**config.mk**
```make
export PLATFORM = sky130hd
export DESIGN_NAME = sth_task_handler
export DESIGN_NICKNAME = d
export VERILOG_FILES = /design/src/rtl/sth_task_handler.v /design/src/rtl/sth_edge.v
export VERILOG_INCLUDE_DIRS = /design/src /design/src/rtl
export SDC_FILE = /design/constraint.sdc
export NUM_CORES = 1
export LEC_CHECK = 0
export ABC_AREA = 0
export BUFFER_PORTS_ARGS = -buffer_cell sky130_fd_sc_hd__buf_2
export CORE_MARGIN = 2
export CORE_UTILIZATION = 59
export CTS_CLUSTER_SIZE = 30
export DETAILED_ROUTE_END_ITERATION = 8
export PLACE_DENSITY = 0.84
export SLEW_MARGIN = 0
export SYNTH_ARGS = -nofsm -noshare
export SYNTH_HDL_FRONTEND = slang
export SYNTH_SLANG_ARGS = --single-unit
```
**constraint.sdc**
```tcl
create_clock -name i_clk_sys -period 6.45 [get_ports i_clk_sys]
set_clock_uncertainty 0.2 [all_clocks]
set_input_delay 0.645 -clock i_clk_sys [delete_from_list [all_inputs] [get_ports i_clk_sys]]
set_output_delay 0.645 -clock i_clk_sys [all_outputs]
set_load 0.1 [all_outputs]
```
**src/rtl/sth_defs.vh**
```
// Constants for the scaler task handler: field positions and trigger codes.
// Assumes inclusion by the task handler sources only.
`ifndef STH_DEFS_VH
`define STH_DEFS_VH
`define STH_START_CONDITION_SEL_IMM 2'h0
`define STH_START_CONDITION_SEL_VSYNC 2'h1
`define STH_START_CONDITION_SEL_FID0 2'h2
`define STH_START_CONDITION_SEL_FID1 2'h3
`define STH_CFG_START_CONDITION_SEL_LSB 0
`define STH_CFG_START_CONDITION_SEL_MSB 1
`define STH_CFG_RPT 2
`define STH_CFG_SKIP_LSB 3
`define STH_CFG_SKIP_MSB 5
`define STH_CFG_OFID 6
`define STH_CFG_D7INV 7
`define STH_TRIG_DEC_LATE 3'h2
`define STH_TRIG_DEFAULT 3'h0
`define STH_LINE_DEC_F1_50 12'h0004
`define STH_LINE_DEC_F1_60 12'h0007
`define STH_LINE_DEC_F2_50 12'h0003
`define STH_LINE_DEC_F2_60 12'h0006
`define STH_LINE_DEC_E_50 12'h0002
`define STH_LINE_DEC_E_60 12'h0005
`define STH_LINE_EXT_50 12'h0017
`define STH_LINE_EXT_60 12'h0014
`define STH_CFG_RESET 8'h00
`endif

```
**src/rtl/sth_task_handler.v**
```verilog
// Scaler task handler: chooses task A or B, waits for trigger, counts skips.
// Assumes pins from the decoder or port are asynchronous; config is static.
`timescale 1ns/10ps
`include "sth_defs.vh"
module sth_task_handler (
    input wire i_clk_sys,
    input wire i_srst,
    input wire i_scaler_soft_reset_n,
    input wire i_task_a_enable,
    input wire i_task_b_enable,
    input wire [7:0] i_cfg_a,
    input wire [7:0] i_cfg_b,
    input wire i_ext_source,
    input wire i_sys_60hz,
    input wire i_vtrig_sel_hi,
    input wire i_vtrig_edge_sel,
    input wire i_htrig_edge_sel,
    input wire i_decoder_vertical_pulse,
    input wire i_decoder_line_reference,
    input wire i_ext_vsync,
    input wire i_ext_sav,
    input wire i_field_identifier,
    input wire i_offsets_reached,
    input wire i_task_done,
    output reg o_task_active,
    output reg o_task_b_sel,
    output reg o_toggle,
    output reg o_sav_d6,
    output reg o_sav_d7,
    output reg o_task_flag,
    output reg o_field_id_out,
    output reg o_idle
);
    localparam ST_IDLE = 2'h0;
    localparam ST_WAIT = 2'h1;
    localparam ST_RUN = 2'h2;
    localparam ST_ARM = 2'h3;

    wire vp_lvl;
    wire vp_rise;
    wire vp_fall;
    wire hr_rise;
    wire hr_lvl;
    wire ev_fall;
    wire sav_rise;
    wire ev_lvl;
    wire sav_lvl;
    reg fid_m_q;
    reg fid_q;
    reg swr_m_q;
    reg swr_q;

    sth_edge u_vp (.i_clk_sys(i_clk_sys), .i_srst(i_srst),
        .i_async(i_decoder_vertical_pulse), .o_level(vp_lvl),
        .o_rise(vp_rise), .o_fall(vp_fall));
    sth_edge u_hr (.i_clk_sys(i_clk_sys), .i_srst(i_srst),
        .i_async(i_decoder_line_reference), .o_level(hr_lvl),
        .o_rise(hr_rise), .o_fall());
    sth_edge u_ev (.i_clk_sys(i_clk_sys), .i_srst(i_srst),
        .i_async(i_ext_vsync), .o_level(ev_lvl),
        .o_rise(), .o_fall(ev_fall));
    sth_edge u_sv (.i_clk_sys(i_clk_sys), .i_srst(i_srst),
        .i_async(i_ext_sav), .o_level(sav_lvl),
        .o_rise(sav_rise), .o_fall());

    // Soft reset and field ID come from register and pin domains
    always @(posedge i_clk_sys) begin
        if (i_srst) begin
            fid_m_q <= 1'b0;
            fid_q <= 1'b0;
            swr_m_q <= 1'b1;
            swr_q <= 1'b1;
        end else begin
            fid_m_q <= i_field_identifier;
            fid_q <= fid_m_q;
            swr_m_q <= i_scaler_soft_reset_n;
            swr_q <= swr_m_q;
        end
    end

    wire [2:0] trig_sel = {i_vtrig_sel_hi, i_vtrig_edge_sel, i_htrig_edge_sel};
    wire dec_late = (trig_sel == `STH_TRIG_DEC_LATE);
    // Vertical sync event; other select codes fall back to the same edge
    wire vsync_ev = i_ext_source ? ev_fall : vp_fall;
    wire line_ev = i_ext_source ? sav_rise : hr_rise;

    reg [11:0] line_q;
    reg [11:0] start_line;
    always @* begin
        start_line = `STH_LINE_DEC_E_50;
        if (i_ext_source) begin
            start_line = i_sys_60hz ? `STH_LINE_EXT_60 : `STH_LINE_EXT_50;
        end else if (dec_late) begin
            if (!fid_q) begin
                start_line = i_sys_60hz ? `STH_LINE_DEC_F1_60 :
                    `STH_LINE_DEC_F1_50;
            end else begin
                start_line = i_sys_60hz ? `STH_LINE_DEC_F2_60 :
                    `STH_LINE_DEC_F2_50;
            end
        end else begin
            start_line = i_sys_60hz ? `STH_LINE_DEC_E_60 :
                `STH_LINE_DEC_E_50;
        end
    end
    wire line_ok = (line_q >= start_line);

    reg [1:0] state_q;
    reg cur_b_q;
    reg first_q;
    reg rpt_done_q;
    reg [2:0] skip_q;
    reg vs_seen_q;
    reg ph_ok_q;

    // Config of the selected task; read live in every state, except the skip count, which ST_ARM latches into skip_q
    wire [7:0] cfg = cur_b_q ? i_cfg_b : i_cfg_a;
    wire [1:0] start_condition_sel = cfg[`STH_CFG_START_CONDITION_SEL_MSB:`STH_CFG_START_CONDITION_SEL_LSB];
    wire [2:0] field_skip_count = cfg[`STH_CFG_SKIP_MSB:`STH_CFG_SKIP_LSB];

    reg cond_ok;
    always @* begin
        cond_ok = 1'b0;
        case (start_condition_sel)
            `STH_START_CONDITION_SEL_IMM: cond_ok = 1'b1;
            `STH_START_CONDITION_SEL_VSYNC: cond_ok = vs_seen_q;
            `STH_START_CONDITION_SEL_FID0: cond_ok = ~fid_q;
            default: cond_ok = fid_q;
        endcase
    end

    // Next task after completion; enables are also sampled in ST_IDLE
    reg nxt_b;
    reg nxt_any;
    always @* begin
        nxt_b = cur_b_q;
        nxt_any = i_task_a_enable | i_task_b_enable;
        if (i_task_a_enable && i_task_b_enable) begin
            nxt_b = ~cur_b_q;
        end else if (i_task_b_enable) begin
            nxt_b = 1'b1;
        end else begin
            nxt_b = 1'b0;
        end
    end

    always @(posedge i_clk_sys) begin
        if (i_srst || !swr_q) begin
            state_q <= ST_IDLE;
            cur_b_q <= 1'b1;
            first_q <= 1'b1;
            rpt_done_q <= 1'b0;
            skip_q <= 3'h0;
            vs_seen_q <= 1'b0;
            ph_ok_q <= 1'b0;
            line_q <= 12'h000;
            o_toggle <= 1'b0;
            o_task_active <= 1'b0;
        end else begin
            if (vsync_ev) begin
                line_q <= 12'h000;
            end else if (line_ev && line_q != 12'hfff) begin
                line_q <= line_q + 12'h001;
            end
            case (state_q)
                ST_IDLE: begin
                    // Task B wins the first activation when enabled
                    // Never leave a disabled task selected when rearming
                    if (first_q || !i_task_a_enable) begin
                        cur_b_q <= i_task_b_enable;
                    end
                    if (i_task_a_enable || i_task_b_enable) begin
                        first_q <= 1'b0;
                        state_q <= ST_ARM;
                        vs_seen_q <= 1'b0;
                        skip_q <= 3'h0;
                    end
                end
                ST_ARM: begin
                    // Position already past offsets: wait for next field
                    ph_ok_q <= ~i_offsets_reached;
                    skip_q <= field_skip_count;
                    state_q <= ST_WAIT;
                end
                ST_WAIT: begin
                    if (vsync_ev) begin
                        vs_seen_q <= 1'b1;
                        ph_ok_q <= 1'b1;
                        // Only a field that could have run counts as skipped
                        if (skip_q != 3'h0 && ph_ok_q) begin
                            skip_q <= skip_q - 3'h1;
                        end
                    end else if (ph_ok_q && skip_q == 3'h0 && line_ok &&
                        i_offsets_reached && cond_ok) begin
                        state_q <= ST_RUN;
                        o_task_active <= 1'b1;
                        // Free running, not tied to field detection
                        o_toggle <= ~o_toggle;
                    end
                end
                default: begin
                    if (i_task_done) begin
                        o_task_active <= 1'b0;
                        if (cfg[`STH_CFG_RPT] && !rpt_done_q) begin
                            rpt_done_q <= 1'b1;
                            state_q <= ST_ARM;
                            vs_seen_q <= 1'b0;
                        end else begin
                            rpt_done_q <= 1'b0;
                            cur_b_q <= nxt_b;
                            vs_seen_q <= 1'b0;
                            state_q <= nxt_any ? ST_ARM : ST_IDLE;
                        end
                    end
                end
            endcase
        end
    end

    always @(posedge i_clk_sys) begin
        if (i_srst) begin
            o_task_b_sel <= 1'b0;
            o_sav_d6 <= 1'b0;
            o_sav_d7 <= 1'b1;
            o_task_flag <= 1'b0;
            o_field_id_out <= 1'b0;
            o_idle <= 1'b1;
        end else begin
            o_task_b_sel <= cur_b_q;
            o_sav_d6 <= cfg[`STH_CFG_OFID] ? o_toggle : fid_q;
            o_field_id_out <= cfg[`STH_CFG_OFID] ? o_toggle : fid_q;
            o_sav_d7 <= ~cfg[`STH_CFG_D7INV];
            o_task_flag <= cfg[`STH_CFG_D7INV];
            o_idle <= (state_q == ST_IDLE);
        end
    end
endmodule

```
**src/rtl/sth_edge.v**
```verilog
// Two-flop synchroniser with rise and fall pulses on the synchronised level.
// Assumes an asynchronous input and the system clock.
`timescale 1ns/10ps
module sth_edge (
    input wire i_clk_sys,
    input wire i_srst,
    input wire i_async,
    output reg o_level,
    output wire o_rise,
    output wire o_fall
);
    reg meta_q;
    reg lvl_q;
    always @(posedge i_clk_sys) begin
        if (i_srst) begin
            meta_q <= 1'b0;
            lvl_q <= 1'b0;
            o_level <= 1'b0;
        end else begin
            meta_q <= i_async;
            lvl_q <= meta_q;
            o_level <= lvl_q;
        end
    end
    assign o_rise = lvl_q & ~o_level;
    assign o_fall = ~lvl_q & o_level;
endmodule

```
==> results of run 1 <==
[cells in the final DEF, fill, tap and decap left out, types with 2 or more instances in the layout]
master    instances
dfxtp_1          45
buf_2            40
nor2_1           25
nand2_1          19
nor2b_1          16
inv_1            14
o21ai_0          14
ha_1             14
a21oi_1          10
nor3_1            8
xnor2_1           8
nand3_1           7
nand4_1           6
mux2i_1           6
nor4_1            6
clkbuf_8          6
nand2b_1          5
mux2_2            4
or2_2             4
nor3b_1           3
a31oi_1           3
o211ai_1          3
xor2_1            2
o21a_1            2
o31ai_1           2
or3_1             2
[cell type report]
type,count,area [µm²],area share
clock buffers,6,82.6,0.0319
clock inverters,2,17.5,0.00676
inverters,14,52.6,0.0203
multi-input cells,192,1280,0.493
flip-flops and latches,45,901,0.347
well taps,48,60.1,0.0232
repair buffers,40,200,0.0772
[power by group through the flow]
stage / Clock (W) / Combinational [W] / Sequential, W
final: 0.000184 / 0.000275 / 0.000336
after global routing: 0.000202 / 0.000306 / 0.000341
after CTS: 0.000187 / 0.000275 / 0.000336
after detailed placement: 0 / 0.000273 / 0.000342
after global placement: 0 / 0.000265 / 0.000341
after floorplan: 0 / 0.000190 / 0.000366
[cell families after synthesis]
family	share of synthesized area
AND/OR/NAND/NOR	0.255
AO/OA/AOI/OAI	0.144
flip-flops	0.395
buffers and inverters	0.0434
adder cells (fa/ha/maj)	0.0769
XOR/XNOR	0.0384
multiplexers	0.0461
[metrics by stage]
| stage | hold slack (ns) | total power [W] | cells |
|---|---|---|---|
| floorplan | 0.189 | 0.000557 | 260 |
| global placement | 0.197 | 0.000606 | 339 |
| detailed placement | 0.203 | 0.000615 | 339 |
| CTS | 0.221 | 0.000797 | 347 |
| global route | 0.246 | 0.000849 | 347 |
| finish | 0.214 | 0.000795 | 347 |
[metal layers]
metal | part of all wire | global-route usage | up-vias | wire length (µm)
li1 | - | - | 998 | -
met1 | 0.45 | 0.281 | 888 | 2040
met2 | 0.48 | 0.393 | 52 | 2190
met3 | 0.058 | 0.0647 | 6 | 265
met4 | 0.011 | 0.0689 | 0 | 51
met5 | 0 | 0 | - | 0
[final timing paths]
kind,to,slack [ns],startpoint
hold / removal,swr_q,0.21,swr_m_q
setup reg to reg,state_q[0],3.48,fid_q
hold reg to reg,swr_q,0.21,swr_m_q
setup / recovery,state_q[0],3.23,i_htrig_edge_sel
==> results.py, run 1 <==
metrics = {
    "global_route": {
        "grt_overflow": 0,
        "grt_first_pass_wirelength_um": 7820,
        "antenna_found_initial": 0,
        "grt_usage": 0.230,
        "grt_max_degree": 23,
        "grt_pass1_vias": 1860,
    },
    "power_and_ir_drop": {
        "p_per_area_nw_per_um2": 307,
        "p_int_w": 0.000502,
        "peakVddDrop_mv": 0.269,
        "clkPwrFrac": 0.231,
        "switchingPower_w": 0.000294,
        "swShare": 0.369,
        "p_leak_nw": 1.08,
        "pwr-share-comb": 0.346,
        "seqPwrFrac": 0.423,
    },
    "route": {
        "first_pass_iters": 4,
        "postRouteAntennaNets": 0,
        "vias_per_cell": 5.60,
        "drt-wirelength-per-cell_um": 13.1,
        "drt_iter0_drc": 123,
        "vias": 1944,
        "drc": 0,
        "wl_um": 4540,
    },
    "final_layout": {
        "antennaDiodeCount": 0,
        "top_register": "line_q",
        "final_util": 0.703,
        "fin_area_um2": 2590,
        "largest_register_ffs": 12,
        "final_nets": 345,
        "drive_gt1_frac": 0.201,
        "fillers": 302,
        "largest_registers": "line_q x12, skip_q x3, state_q x2",
        "synthToLayoutAreaGrowth_pct": 13.8,
    },
    "run_status": {
        "outcome": "completed",
    },
    "synthesis": {
        "synthTopCellsByArea": "dfxtp_1, ha_1, nor2b_1",
        "synth_common_cells": "dfxtp_1, nor2_1, nand2_1",
        "synth_edf_count": 0,
        "synth.most_common_cell": "dfxtp_1",
        "synth_seq_cells": 45,
        "syn_inst": 260,
        "yosys.area.top_type": "dfxtp_1",
        "syn_avg_cell_area_um2": 8.76,
        "synthArstFlopShare": 0,
        "synth_top_flop_cell": "dfxtp_1",
        "ys_types": 51,
        "synth_top_area_frac": 0.395,
        "ys_warn_count": 0,
        "synth_seq_area_share": 0.395,
        "syn-cell-area_um2": 2280,
        "syn_nets": 307,
    },
    "worst_setup_path": {
        "crit_path_max_incr_delay_ns": 0.56,
        "crit_required_ns": 6.44,
        "cp_slowest_cell": "a2111oi_0",
        "critPathArrivalTime_ns": 3.21,
        "path_cells": "buf_2, or3b_2, nor3b_1, a31oi_1, o21ai_0, ha_1, nand2b_1, a2111oi_0, o2111ai_1, o2111a_1, a32o_1",
        "rr_worst_depth": 11,
        "endpoint_kind": "flop",
        "cp-start-kind": "input pin",
        "critPathTopFamily": "compound AO/OA/AOI/OAI gates",
        "worst-setup-path-type": "in -> reg",
        "critical_path_buf_inv_count": 1,
        "cp_max_fo": 5,
        "cp.depth": 11,
    },
    "clock_network": {
        "cts_hold_buf": 0,
        "cts_tree": "built",
        "post_cts.repair.setup_buffers": 0,
        "insertion_delay_ns": 0.29,
        "max-clock-path-buffers": 2,
        "cts_resized": 0,
        "cts_inserted_buffers": 5,
        "root_buffer": "clkbuf_8",
        "clock-sinks": 45,
        "clk_pin_slew_ns": 0.09,
        "htree_levels": 2,
    },
    "sta": {
        "tns_ns": 0,
        "fmax_ghz": 0.311,
        "setup_ws_ns": 3.23,
        "slew_violations": 0,
        "hold_violations": 0,
        "rsz0062_at_grt": "no",
        "finalSetupViolCount": 0,
        "fin_crit_ns": 3.22,
        "worst_pin_slew_ns": 0.830,
        "post-route-period-util": 0.499,
        "maxSlewHeadroom": 0.441,
    },
    "floorplan": {
        "dieArea_um2": 4380,
        "start_util": 0.618,
        "io_pins": 41,
        "die_width_um": 66.1,
        "core-area_um2": 3690,
        "die_y_um": 66.1,
        "rows": 22,
    },
    "flow_run": {
        "maxCapViolations": 0,
    },
    "place": {
        "dp_hpwl_um": 3380,
        "place_ws_ns": 2.92,
        "portBuffers": 40,
        "place_area_um2": 2490,
        "gp_congestion": 0.801,
    },
    "min_path": {
        "hold_depth": 1,
        "min_path_type": "reg -> reg",
    },
}
No activity file was read; power rests on OpenSTA's default activity.
==> run 2, diff against run 1 <==
- CORE_UTILIZATION: 59 -> 55
- PLACE_DENSITY: 0.84 -> 0.79
- clock period: 6.45 -> 3.1 ns (I/O delays scaled with it)
==> results.py, run 2 (synthesized netlist as in run 1, its figures left out) <==
metrics = {
    "place": {
        "placed_cells": 343,
        "portBuffers": 40,
        "dp_hpwl_um": 3320,
        "gp_congestion": 0.848,
        "place_ws_ns": 0.0419,
    },
    "final_layout": {
        "stdcell_count": 352,
        "largest_register_ffs": 12,
        "mostFrequentLayoutCells": "dfxtp_1, buf_2, nor2_1",
        "top_register": "line_q",
        "largest_registers": "line_q x12, skip_q x3, state_q x2",
        "fillers": 344,
        "antennaDiodeCount": 0,
        "final_nets": 348,
        "synthToLayoutAreaGrowth_pct": 15.1,
        "final_common_cell": "dfxtp_1",
        "final_util": 0.656,
        "drive_gt1_frac": 0.212,
    },
    "global_route": {
        "grt_max_degree": 23,
        "antenna_found_initial": 0,
        "grt_usage": 0.215,
        "grt_pass1_vias": 1730,
        "grt_first_pass_wirelength_um": 7530,
        "grt_overflow": 0,
    },
    "worst_setup_path": {
        "cp-start-kind": "flop",
        "endpoint_kind": "flop",
        "critPathArrivalTime_ns": 2.83,
        "crit_required_ns": 3.10,
        "cp_max_fo": 3,
        "worst-setup-path-type": "reg -> reg",
    },
    "route": {
        "vias": 1912,
        "first_pass_iters": 7,
        "vias_per_cell": 5.43,
        "postRouteAntennaNets": 0,
        "drt_iter0_drc": 71,
        "drc": 0,
        "drt-wirelength-per-cell_um": 12.9,
        "wl_um": 4550,
    },
    "clock_network": {
        "clock-sinks": 45,
        "clk_pin_slew_ns": 0.09,
        "post_cts.repair.setup_buffers": 0,
        "max-clock-path-buffers": 2,
        "cts_tree": "built",
        "htree_levels": 2,
        "cts_inserted_buffers": 5,
        "insertion_delay_ns": 0.30,
        "root_buffer": "clkbuf_8",
    },
    "power_and_ir_drop": {
        "peakVddDrop_mv": 0.431,
        "p_per_area_nw_per_um2": 631,
        "p_leak_nw": 1.10,
    },
    "sta": {
        "slew_violations": 0,
        "maxSlewHeadroom": 0.405,
        "fin_crit_ns": 2.84,
        "post-route-period-util": 0.916,
        "tns_ns": 0,
        "hold_violations": 0,
        "worst_pin_slew_ns": 0.884,
        "fmax_ghz": 0.352,
        "setup_ws_ns": 0.261,
        "rsz0062_at_grt": "no",
        "finalSetupViolCount": 0,
    },
    "floorplan": {
        "start_util": 0.570,
        "die_y_um": 68.4,
        "io_pins": 41,
        "rows": 23,
        "die_width_um": 68.4,
        "dieArea_um2": 4670,
        "core-area_um2": 4000,
    },
    "min_path": {
        "min_path_type": "in -> reg",
    },
    "flow_run": {
        "maxCapViolations": 0,
    },
    "run_status": {
        "outcome": "completed",
    },
}
## run 2: changes by cell type in the layout (fill, tap and decap cells not counted)
cell,delta
clkbuf_8,-1
dlygate4sd3_1,+1
dfxtp_2,+1
buf_4,+2
clkinv_4,-1
dfxtp_1,-1
a2111oi_2,+1
a2111oi_0,-1
inv_6,+2
## run 2: critical path: stages (launching register included)
cell	delay, ns
dfxtp_2	0.35
inv_1	0.06
ha_1	0.26
nor3b_1	0.14
a31oi_1	0.13
o21ai_0	0.10
ha_1	0.27
nand2b_1	0.15
a2111oi_2	0.38
buf_4	0.17
o2111ai_1	0.14
o2111a_1	0.18
a32o_1	0.20
## run 2: worst paths after layout
kind	cells past startpoint	endpoint	slack, ns	from
setup / recovery	12	state_q[0]	0.26	fid_q
hold / removal	2	u_sv.meta_q	0.009	i_ext_sav
setup reg to reg	12	state_q[0]	0.26	fid_q
hold reg to reg	1	swr_q	0.22	swr_m_q
## run 2: layout make-up
| type | count | area [µm²] | share of cell area |
|---|---|---|---|
| Clock inverter | 3 | 26.3 | 0.0100 |
| Multi-Input combinational cell | 192 | 1280 | 0.490 |
| Sequential cell | 45 | 902 | 0.344 |
| Tap cell | 50 | 62.6 | 0.0239 |
| Clock buffer | 5 | 68.8 | 0.0262 |
| Timing Repair Buffer | 43 | 225 | 0.0859 |
| Inverter | 14 | 52.6 | 0.0200 |
## run 2: repair_timing
item	in CTS	in global routing
resized for setup	0	3
endpoints found under the hold margin	1	0
hold buffers	1	0
endpoints found under the setup margin	0	3
## run 2: power by group
group | leakage (nW) | switching [W] | internal, W | total, W
clock | 0.0495 | 0.000215 | 0.000167 | 0.000382
combinational | 0.679 | 0.000345 | 0.000230 | 0.000575
sequential | 0.369 | 0.0000637 | 0.000634 | 0.000698
## run 2: layer usage
metal | vias to the layer above | part of all wire | track usage
li1 | 1002 | - | -
met1 | 857 | 0.46 | 0.264
met2 | 48 | 0.50 | 0.381
met3 | 5 | 0.041 | 0.0395
met4 | 0 | 0.0075 | 0.0650
met5 | - | 0 | 0
## run 2: metrics by stage
stage	hold WS (ns)	cell area, µm²	total power (W)
final	0.00918	2620	0.00165
after CTS	0.00419	2620	0.00166
after global routing	0.0111	2620	0.00176
after global placement	0.192	2510	0.00127
after detailed placement	0.195	2510	0.00128
after floorplan	0.189	2280	0.00116
==> run 3, diff against run 2 <==
- CORE_UTILIZATION: 55 -> 25
- PLACE_DENSITY: 0.79 -> default
==> results.py, run 3 (synthesized netlist as in run 1, its figures left out) <==
metrics = {
    "power_and_ir_drop": {
        "p_per_area_nw_per_um2": 636,
        "power_w": 0.00174,
        "p_leak_nw": 1.11,
        "peakVddDrop_mv": 0.419,
    },
    "global_route": {
        "grt_overflow": 0,
        "antenna_found_initial": 0,
        "grt_pass1_vias": 1815,
        "grt_usage": 0.0996,
        "grt_max_degree": 23,
        "grt_first_pass_wirelength_um": 8050,
    },
    "sta": {
        "maxSlewHeadroom": 0.425,
        "fin_crit_ns": 2.93,
        "fmax_ghz": 0.341,
        "finalSetupViolCount": 0,
        "hold_violations": 0,
        "post-route-period-util": 0.946,
        "worst_pin_slew_ns": 0.855,
        "setup_ws_ns": 0.167,
        "slew_violations": 0,
    },
    "final_layout": {
        "largest_registers": "line_q x12, skip_q x3, state_q x2",
        "final_common_cell": "dfxtp_1",
        "final_nets": 349,
        "mostFrequentLayoutCells": "dfxtp_1, buf_2, nor2_1",
        "antennaDiodeCount": 0,
        "drive_gt1_frac": 0.211,
        "largest_register_ffs": 12,
        "synthToLayoutAreaGrowth_pct": 19.9,
        "top_register": "line_q",
    },
    "floorplan": {
        "dieArea_um2": 9890,
        "die_y_um": 99.5,
        "start_util": 0.260,
        "die_width_um": 99.5,
        "core-area_um2": 8760,
        "io_pins": 41,
        "rows": 34,
    },
    "place": {
        "place_ws_ns": -0.0808,
        "portBuffers": 40,
        "gp_congestion": 0.748,
        "dp_hpwl_um": 3680,
    },
    "clock_network": {
        "post_cts.repair.setup_buffers": 0,
        "cts_inserted_buffers": 5,
        "max-clock-path-buffers": 2,
        "clk_pin_slew_ns": 0.08,
        "root_buffer": "clkbuf_8",
        "clock-sinks": 45,
        "insertion_delay_ns": 0.30,
        "cts_tree": "built",
        "htree_levels": 2,
    },
    "flow_run": {
        "maxCapViolations": 0,
    },
    "route": {
        "drt-wirelength-per-cell_um": 11.9,
        "first_pass_iters": 4,
        "vias": 1957,
        "postRouteAntennaNets": 0,
        "vias_per_cell": 4.76,
        "drc": 0,
        "wl_um": 4890,
        "drt_iter0_drc": 70,
    },
    "run_status": {
        "outcome": "completed",
    },
    "worst_setup_path": {
        "critPathArrivalTime_ns": 2.92,
        "crit_required_ns": 3.09,
        "cp-start-kind": "flop",
        "endpoint_kind": "flop",
        "worst-setup-path-type": "reg -> reg",
        "cp_max_fo": 3,
    },
    "min_path": {
        "min_path_type": "in -> reg",
    },
}
==> run 3: cell types whose count changed in the layout (fill, tap and decap cells not counted), sizes merged <==
| cell | before | now |
|---|---|---|
| clkinv | 0 | 1 |
| buf | 42 | 43 |
| bufinv | 0 | 1 |
| inv | 17 | 15 |
==> run 3: area by class of cell <==
class                      instances  area [µm²]
clock inverter                     3        43.8
tap                              108         135
multi-input combinational        192        1300
timing repair buffer              44         233
fill                             934        6030
clock buffer                       5        68.8
inverter                          14        52.6
sequential                        45         901
==> run 3: path summary, 6_finish.rpt <==
path	from	to	slack, ns	cells past startpoint
min	i_decoder_vertical_pulse	u_vp.meta_q	0.01	2
max reg2reg	fid_q	state_q[0]	0.17	12
min reg2reg	swr_m_q	swr_q	0.22	1
max	fid_q	state_q[0]	0.17	12
==> run 3: routing by layer <==
layer / vias to the layer above / routed length, µm / track usage
li1: 1002 / - / -
met3: 8 / 233 / 0.0281
met2: 42 / 2230 / 0.165
met4: 0 / 91 / 0.0443
met1: 905 / 2340 / 0.120
met5: - / 0 / 0
==> run 3: power by group <==
group          total (W)  internal (W)  switching, W
combinational   0.000598      0.000237      0.000360
sequential      0.000692      0.000634     0.0000584
clock           0.000448      0.000242      0.000207
==> run 3: worst max-delay path, stage by stage, from the launching register on <==
cell and delay [ns]:
dfxtp_1 0.36, inv_1 0.09, ha_1 0.27, nor3b_1 0.14, a31oi_1 0.16, o21ai_0 0.11, ha_1 0.27, nand2b_1 0.17
a2111oi_4 0.36, buf_4 0.16, o2111ai_1 0.16, o2111a_1 0.17, a32o_1 0.21
==> run 3: timing repair <==
item                                   in CTS  in global routing
setup endpoints to repair                   0                  2
endpoints found under the hold margin       1                  0
hold buffers                                1                  0
gates resized for setup                     0                  3
==> run 3: per-stage QoR <==
step,std cells,hold WS [ns],setup TNS (ns),util,cell area (µm²)
after floorplan,260,0.189,0,-,2280
after global placement,402,0.194,-0.0198,0.296,2590
after global routing,411,0.00894,-0.0239,0.312,2730
after detailed placement,402,0.200,-0.104,0.296,2590
final,411,0.0136,0,0.312,2730
after CTS,411,0.00425,0,0.310,2710
